$ cat src/skip_pkg.sv
package skip_pkg;
   // ****************************************
   // Instruction encoding
   // ****************************************
   localparam int OPC_W = 10;
   localparam logic [9:0] OPC_FLAG_TEST_0 = 10'h038;
   localparam logic [9:0] OPC_FLAG_TEST_1 = 10'h039;

   // ****************************************
   // Register map and fields
   // ****************************************
   localparam int ADDR_W = 12;
   localparam logic [11:0] CTRL_OFS = 12'h000;
   localparam logic [11:0] STAT_OFS = 12'h004;
   localparam int CTRL_W = 4;
   localparam logic [3:0] CTRL_RST = 4'h0;
   localparam int LINE0_CTRL_POS = 0;
   localparam int LINE1_CTRL_POS = 1;
   localparam int CNT_W = 8;
   localparam int STAT_CNT0_POS = 0;
   localparam int STAT_CNT1_POS = 8;
   localparam int STAT_LAST_POS = 16;
   localparam logic [7:0] CNT_RST = 8'h00;
endpackage

$ cat src/skip_if.sv
`timescale 1ns/1ps
// Evaluator hook-up: decoded instruction in, skip decision out
interface skip_if;
   logic [9:0] opcode;
   logic exec;
   logic [1:0] ctrl;
   logic [1:0] flag;
   logic skip;
   logic [1:0] clr;
   modport eval (input opcode, exec, ctrl, flag, output skip, clr);
   modport core (output opcode, exec, ctrl, flag, input skip, clr);
endinterface

$ cat src/skip_eval.sv
`timescale 1ns/1ps
module skip_eval (
   skip_if.eval sif
);
   import skip_pkg::*;

   // ****************************************
   // Flag test decision
   // ****************************************
   // One line: test only while its control bit is 0, else a plain no-op
   function automatic logic line_skips(input logic hit, input logic ctl, input logic flg);
      line_skips = hit & ~ctl & flg;
   endfunction

   logic hit0;
   logic hit1;
   logic take0;
   logic take1;

   // Decode both instructions and test the selected flag
   always_comb begin
      hit0 = sif.exec & (sif.opcode == OPC_FLAG_TEST_0);
      hit1 = sif.exec & (sif.opcode == OPC_FLAG_TEST_1);
      take0 = line_skips(hit0, sif.ctrl[0], sif.flag[0]);
      take1 = line_skips(hit1, sif.ctrl[1], sif.flag[1]);
      sif.skip = take0 | take1;
      sif.clr = {take1, take0};
   end
endmodule

$ cat src/skip_on_ext_irq_flag.sv
`timescale 1ns/1ps
module skip_on_ext_irq_flag (
   input wire logic core_clk,
   input wire logic nrst,
   input wire logic [skip_pkg::OPC_W-1:0] opcode,
   input wire logic instr_exec,
   input wire logic line0_request_flag,
   input wire logic line1_request_flag,
   output logic skip_req,
   output logic line0_flag_clr,
   output logic line1_flag_clr,
   input wire logic [skip_pkg::ADDR_W-1:0] paddr,
   input wire logic psel,
   input wire logic penable,
   input wire logic pwrite,
   input wire logic [31:0] pwdata,
   output logic [31:0] prdata,
   output logic pready,
   output logic pslverr
);
   import skip_pkg::*;

   // Bundle between this wrapper and the evaluator
   skip_if sif ();

   // ****************************************
   // State
   // ****************************************
   logic [CTRL_W-1:0] ctrl_q, ctrl_d;
   logic [CNT_W-1:0] cnt0_q, cnt0_d;
   logic [CNT_W-1:0] cnt1_q, cnt1_d;
   logic last_q, last_d;
   logic skip_q, skip_d;
   logic clr0_q, clr0_d;
   logic clr1_q, clr1_d;
   logic [31:0] prdata_q, prdata_d;
   logic pready_q, pready_d;
   logic pslverr_q, pslverr_d;
   logic access;
   logic mapped;

   // ****************************************
   // Evaluator
   // ****************************************
   // Control bits come straight from the register, no extra stage
   assign sif.opcode = opcode;
   assign sif.exec = instr_exec;
   assign sif.ctrl = {ctrl_q[LINE1_CTRL_POS], ctrl_q[LINE0_CTRL_POS]};
   assign sif.flag = {line1_request_flag, line0_request_flag};

   skip_eval u_eval (
      .sif(sif)
   );

   // ****************************************
   // Sequencer outputs
   // ****************************************
   // Strobes last one cycle per hit, longer on back-to-back hits; the flag owner lets a new set win over this clear
   always_comb begin
      skip_d = sif.skip;
      clr0_d = sif.clr[0];
      clr1_d = sif.clr[1];
      last_d = last_q;
      cnt0_d = cnt0_q;
      cnt1_d = cnt1_q;
      if (instr_exec) begin
         last_d = sif.skip;
      end
      if (sif.clr[0]) begin
         cnt0_d = cnt0_q + 8'h01; // Wraps, software takes differences
      end
      if (sif.clr[1]) begin
         cnt1_d = cnt1_q + 8'h01;
      end
   end

   // Strobe and statistics registers, constants only in reset
   always_ff @(posedge core_clk or negedge nrst) begin
      if (!nrst) begin
         skip_q <= 1'b0;
         clr0_q <= 1'b0;
         clr1_q <= 1'b0;
         last_q <= 1'b0;
         cnt0_q <= CNT_RST;
         cnt1_q <= CNT_RST;
      end else begin
         skip_q <= skip_d;
         clr0_q <= clr0_d;
         clr1_q <= clr1_d;
         last_q <= last_d;
         cnt0_q <= cnt0_d;
         cnt1_q <= cnt1_d;
      end
   end

   // ****************************************
   // APB slave
   // ****************************************
   // One wait state so that read data and error leave from flops
   always_comb begin
      access = psel & penable & pready_q;
      mapped = (paddr == CTRL_OFS) | (paddr == STAT_OFS);
      pready_d = psel & penable & ~pready_q;
      pslverr_d = psel & penable & ~pready_q & ~mapped;
      prdata_d = 32'h0000_0000;
      if (psel & penable & ~pready_q & ~pwrite) begin
         if (paddr == CTRL_OFS) begin
            prdata_d[CTRL_W-1:0] = ctrl_q;
         end else if (paddr == STAT_OFS) begin
            prdata_d[STAT_CNT0_POS +: CNT_W] = cnt0_q;
            prdata_d[STAT_CNT1_POS +: CNT_W] = cnt1_q;
            prdata_d[STAT_LAST_POS] = last_q;
         end
      end
      ctrl_d = ctrl_q;
      if (access & pwrite & (paddr == CTRL_OFS)) begin
         ctrl_d = pwdata[CTRL_W-1:0];
      end
   end

   // Bus side registers; reset leaves both lines armed
   always_ff @(posedge core_clk or negedge nrst) begin
      if (!nrst) begin
         ctrl_q <= CTRL_RST;
         prdata_q <= 32'h0000_0000;
         pready_q <= 1'b0;
         pslverr_q <= 1'b0;
      end else begin
         ctrl_q <= ctrl_d;
         prdata_q <= prdata_d;
         pready_q <= pready_d;
         pslverr_q <= pslverr_d;
      end
   end

   // Every output leaves straight from a flop
   assign skip_req = skip_q;
   assign line0_flag_clr = clr0_q;
   assign line1_flag_clr = clr1_q;
   assign prdata = prdata_q;
   assign pready = pready_q;
   assign pslverr = pslverr_q;

   // Instruction hits, decoded apart from the evaluator on purpose
   logic t0;
   logic t1;
   assign t0 = instr_exec && opcode == OPC_FLAG_TEST_0;
   assign t1 = instr_exec && opcode == OPC_FLAG_TEST_1;
endmodule

$ cat config.mk
export PLATFORM = sky130hd
export DESIGN_NAME = skip_on_ext_irq_flag
export DESIGN_NICKNAME = d
export VERILOG_FILES = /design/src/skip_pkg.sv /design/src/skip_if.sv /design/src/skip_eval.sv /design/src/skip_on_ext_irq_flag.sv
export SDC_FILE = /design/constraint.sdc
export NUM_CORES = 1
export LEC_CHECK = 0
export ABC_CLOCK_PERIOD_IN_PS = 2800
export BUFFER_PORTS_ARGS = -buffer_cell sky130_fd_sc_hd__buf_2
export CAP_MARGIN = 20
export CORE_MARGIN = 8
export CORE_UTILIZATION = 47
export DETAILED_ROUTE_END_ITERATION = 8
export GPL_ROUTABILITY_DRIVEN = 1
export GPL_TIMING_DRIVEN = 0
export PLACE_DENSITY = 0.85
export RECOVER_POWER = 100
export SLEW_MARGIN = 20
export SYNTH_ARGS = -nofsm -noshare
export SYNTH_HDL_FRONTEND = slang
export SYNTH_SLANG_ARGS = --single-unit
$ cat constraint.sdc
create_clock -name core_clk -period 2.8 [get_ports core_clk]
set_input_delay 0.14 -clock core_clk [delete_from_list [all_inputs] [get_ports core_clk]]
set_output_delay 0.14 -clock core_clk [all_outputs]
set_load 0.02 [all_outputs]
* Word level (Yosys, flattened, before mapping)
Index checks and enable logic that the tools add are counted.
** Word-level totals
- Register bits :: 43
- Logic and storage cells :: 40
- Input port bits :: 62
- Output and inout bits :: 37
** Cells by class
- Equality and inequality tests :: 3
- Bitwise gates (word level) :: 20
- Multiplexer cells :: 4
- Add/subtract/negate cells :: 2
- Reduce and logical (&&, ||, !) cells :: 1
** Operator list (count)
- $mux W17 :: 2
- $eq A10 B6 Y1 const B :: 2
- $add A8 B1 Y8 const B :: 2
- $and A1 B1 Y1 :: 13
- $mux W13 :: 1
- $eq A12 B3 Y1 const B :: 1
- $logic_not A12 Y1 :: 1
- $not A1 Y1 :: 5
- $mux W4 :: 1
- $or A1 B1 Y1 :: 2

* Logic depth before layout (Yosys ltp)
- Depth after elaboration :: 5
- Gate-level depth with buffers :: 5
- Depth with buffers taken out :: 4

* By module
Synthesis repeated with hierarchy kept, for this count alone.
** Second synthesis, totals
- Cell total of the unflattened synthesis :: 146
- Area, all modules :: 1864.3 um2
** Modules (own cells, without submodules)
- skip_on_ext_irq_flag :: seq. area each 1076.0 um2, cells each 136, instances 1, area an instance 1773.0 um2
- skip_eval :: seq. area each 0.0 um2, cells each 10, instances 1, area an instance 91.3 um2

* Least setup slack after synthesis
No wires, ideal clock.
- Kind :: reg2reg
- Start point :: register ctrl_q[0]
- End point :: register cnt0_q[1]
- Clock period less this slack :: 1.664 ns
- Path slack :: 1.136 ns
- Arrival time :: 1.536 ns
- Required time :: 2.673 ns
- Cell stages (with the launch flop) :: 4
- Setup time :: 0.127 ns
- Path buffers :: 0
- Cells stage by stage :: dfrtp_1 or3b_2 nor4_4 mux2_1
** On the way
- Cells in the longest elaborated chain, start to end :: 3
** RTL lines
- start, declared :: RTL line skip_on_ext_irq_flag.sv:29 : logic [CTRL_W-1:0] ctrl_q, ctrl_d;
- start signal, assigned :: RTL line skip_on_ext_irq_flag.sv:129 : ctrl_q <= ctrl_d;
- $not A1 Y1 :: RTL line skip_eval.sv:12 : line_skips = hit & ~ctl & flg;
- $and A1 B1 Y1 (2 in series) :: RTL line skip_eval.sv:12
- via u_eval.take0 :: RTL line skip_eval.sv:17 : logic take0;
- end signal, assigned :: RTL line skip_on_ext_irq_flag.sv:91 : cnt0_q <= cnt0_d;
- end, declared :: RTL line skip_on_ext_irq_flag.sv:30 : logic [CNT_W-1:0] cnt0_q, cnt0_d;
The timed path passes the listed nets, and every way through them passes these cells.
A chain may end at the register's enable or synchronous reset.

* Worst setup path in the final report
Ends and elaborated chain as after synthesis.

==> results.toml <==
[run_status]
status = "finished with violations"
violations = "capacitance limit, slew limit"

[synth]
synthDistinctLibCells = 28
syn_area_um2 = 1822
synth_edf_count = 0
synth-seq-area-share_pct = 59.07
synth.most_common_cell = "dfrtp_1"
async_flop_share_pct = 100.0
synth_top_area_share_pct = 59.07
yosys.area.top_type = "dfrtp_1"
synthTopCellsByArea = "dfrtp_1, buf_4, xnor2_1"
synthFlopType = "dfrtp_1"
postSynthCellCount = 143
syn_area_per_cell_um2 = 12.74
yosysWarnings = 0
ys_seq_elements = 43
synthTopCellsByCount = "dfrtp_1, buf_4, and2_1"

[clocking]
ctsHoldBuffers = 0
numClockSinks = 43
clk_pin_slew_ns = 0.08
numCtsBuffers = 5
cts-root-buf = "clkbuf_8"
clock_path_buffers = 2
insertion_delay_ns = 0.28
h-tree-depth = 2
cts_tree = "built"
post_cts_buffers = 0
cts_resized = 0

[global_routing]
use_met3_pct = 5.125
antenna_found_initial = 0
grt_overflow = 0
grt_pass1_vias = 1330
top_usage_layer = "met2"
grt_usage_pct = 11.85
grt_start_max_net_pins = 44
use_met2_pct = 19.97
grt_pass1_wl_um = 5899
use_met1_pct = 12.28

[cells_and_area]
final_layout_size_suffix_gt1_share_pct = 27.40
syn_to_final_growth_pct = 23.70
fin_nets = 282
stdcell_count = 267
antenna_cells = 0
post-route-util_pct = 61.09

[route]
via_per_inst = 4.633
vias = 1237
drc = 0
drt-total-wl_um = 3468
ant_nets = 0
post_drt_wl_per_cell_um = 12.99
drt_iter0_markers = 66
firstDrtPassIters = 4

[placement]
dpl.hpwl_um = 2724
gp_congestion = 0.7476
place_inst = 259
port-buffer-count = 54

[timing]
fin_worst_skew_ns = 0.005243
slew_headroom_pct = -42.36
finalHoldViolCount = 0
layout_min_cycle_time_ns = 1.838
max_freq_ghz = 0.5440
rsz0062_at_grt = "no"
finalSetupViolCount = 0
worstMarginPinSlew_ns = 2.135
tns_ns = 0
min_period_over_period_pct = 65.65
drv_slew = 44

[floorplan]
io_pins = 99
rows = 22
start_util_pct = 49.39
fp.dieW_um = 78.26
core_region_area_um2 = 3689
die_area_um2 = 6124
die_h_um = 78.26

[critical_path]
cp_cell_sequence = "or3b_2, nor4_4, mux2_1"
setup.worst_path.start_class = "flop"
slowest_stage = "or3b_2"
cp.arrival_ns = 2.01
cp_max_fo = 10
cp_slowest_stage_delay_ns = 0.50
endpoint_kind = "flop"
required_ns = 2.97
worstSetupPathType = "reg2reg"

[power]
p_leak_nw = 1.176
power_density_nw_per_um2 = 476.1
power_mw = 1.073
irDropWorstVdd_v = 0.0002065

[min_path]
holdCritPathClass = "in2reg"

[flow_run]
drv_cap = 1
## stage by stage
stage / hold slack [ns] / setup slack, ns / area [um2]
after floorplan: -0.1556 / 1.136 / 1874
after global placement: 0.3071 / 0.9355 / 2205
after detailed placement: 0.3144 / 0.9000 / 2205
after CTS: 0.001853 / 0.9407 / 2286
after global routing: 0.07928 / 0.6620 / 2253
final: 0.09376 / 0.9619 / 2253
## cells in the final DEF (no fill, tap or decap), drive strengths merged, types with 5 or more instances in the layout
cell    Yosys  routed
and2       14      14
and3        6       6
buf        15      46
clkbuf      2      32
conb        1      15
dfrtp      43      43
mux2        6       6
nand2       5       5
nand4       9       9
nor2        5       5
xnor2      12      12
## worst max-delay path: cells and delay by family (launching register included)
kind             cells  cell delay (ns)
AND/OR/NAND/NOR      2             0.95
flip-flops           1             0.39
multiplexers         1             0.38
## layer usage
layer | wire [um] | vias up
li1 | - | 607
met1 | 1451 | 589
met2 | 1753 | 39
met3 | 213 | 2
met4 | 49 | 0
met5 | 0 | -
## area by class of cell
class / count / area (um2)
Buffer: 17 / 120.1
Clock buffer: 7 / 76.32
Clock inverter: 1 / 5.005
Fill cell: 333 / 1435
Inverter: 1 / 3.754
Multi-Input combinational cell: 96 / 670.6
Sequential cell: 43 / 1076
Tap cell: 48 / 60.06
Timing Repair Buffer: 54 / 241.5
## path summary, 6_finish.rpt
kind                                start         end  slack [ns]  depth (start not counted)
worst max-delay path            ctrl_q[0]   cnt0_q[1]        0.96                          3
worst min-delay path            pwdata[3]   ctrl_q[3]        0.09                          2
worst max register to register  ctrl_q[0]   cnt0_q[1]        0.96                          3
worst min register to register  cnt1_q[7]   cnt1_q[7]        0.47                          1
max in group asynchronous            nrst  prdata[15]        1.11                          1
min in group asynchronous            nrst   ctrl_q[0]        0.47                          1
## where the power goes
| part | total, mW | internal (mW) | switching [mW] |
|---|---|---|---|
| logic | 0.0843 | 0.0354 | 0.0490 |
| clock network | 0.364 | 0.175 | 0.189 |
| registers | 0.625 | 0.623 | 0.00207 |
| total | 1.07 | 0.833 | 0.240 |
## cells by family after synthesis
logic type	share of synthesized area, %
adder cells (fa/ha/maj)	1.373
flip-flops	59.07
XOR/XNOR	6.731
multiplexers	6.112
AND/OR/NAND/NOR	19.30
AO/OA/AOI/OAI	0.4122
other	0.2058
buffers and inverters	6.800
## flip-flops by register name (all words and copies together) (netlist names), 4 cells and up
| name | cells |
|---|---|
| cnt0_q | 8 |
| prdata | 17 |
| ctrl_q | 4 |
| cnt1_q | 8 |
Note: power is estimated with default switching activity, not from simulation.
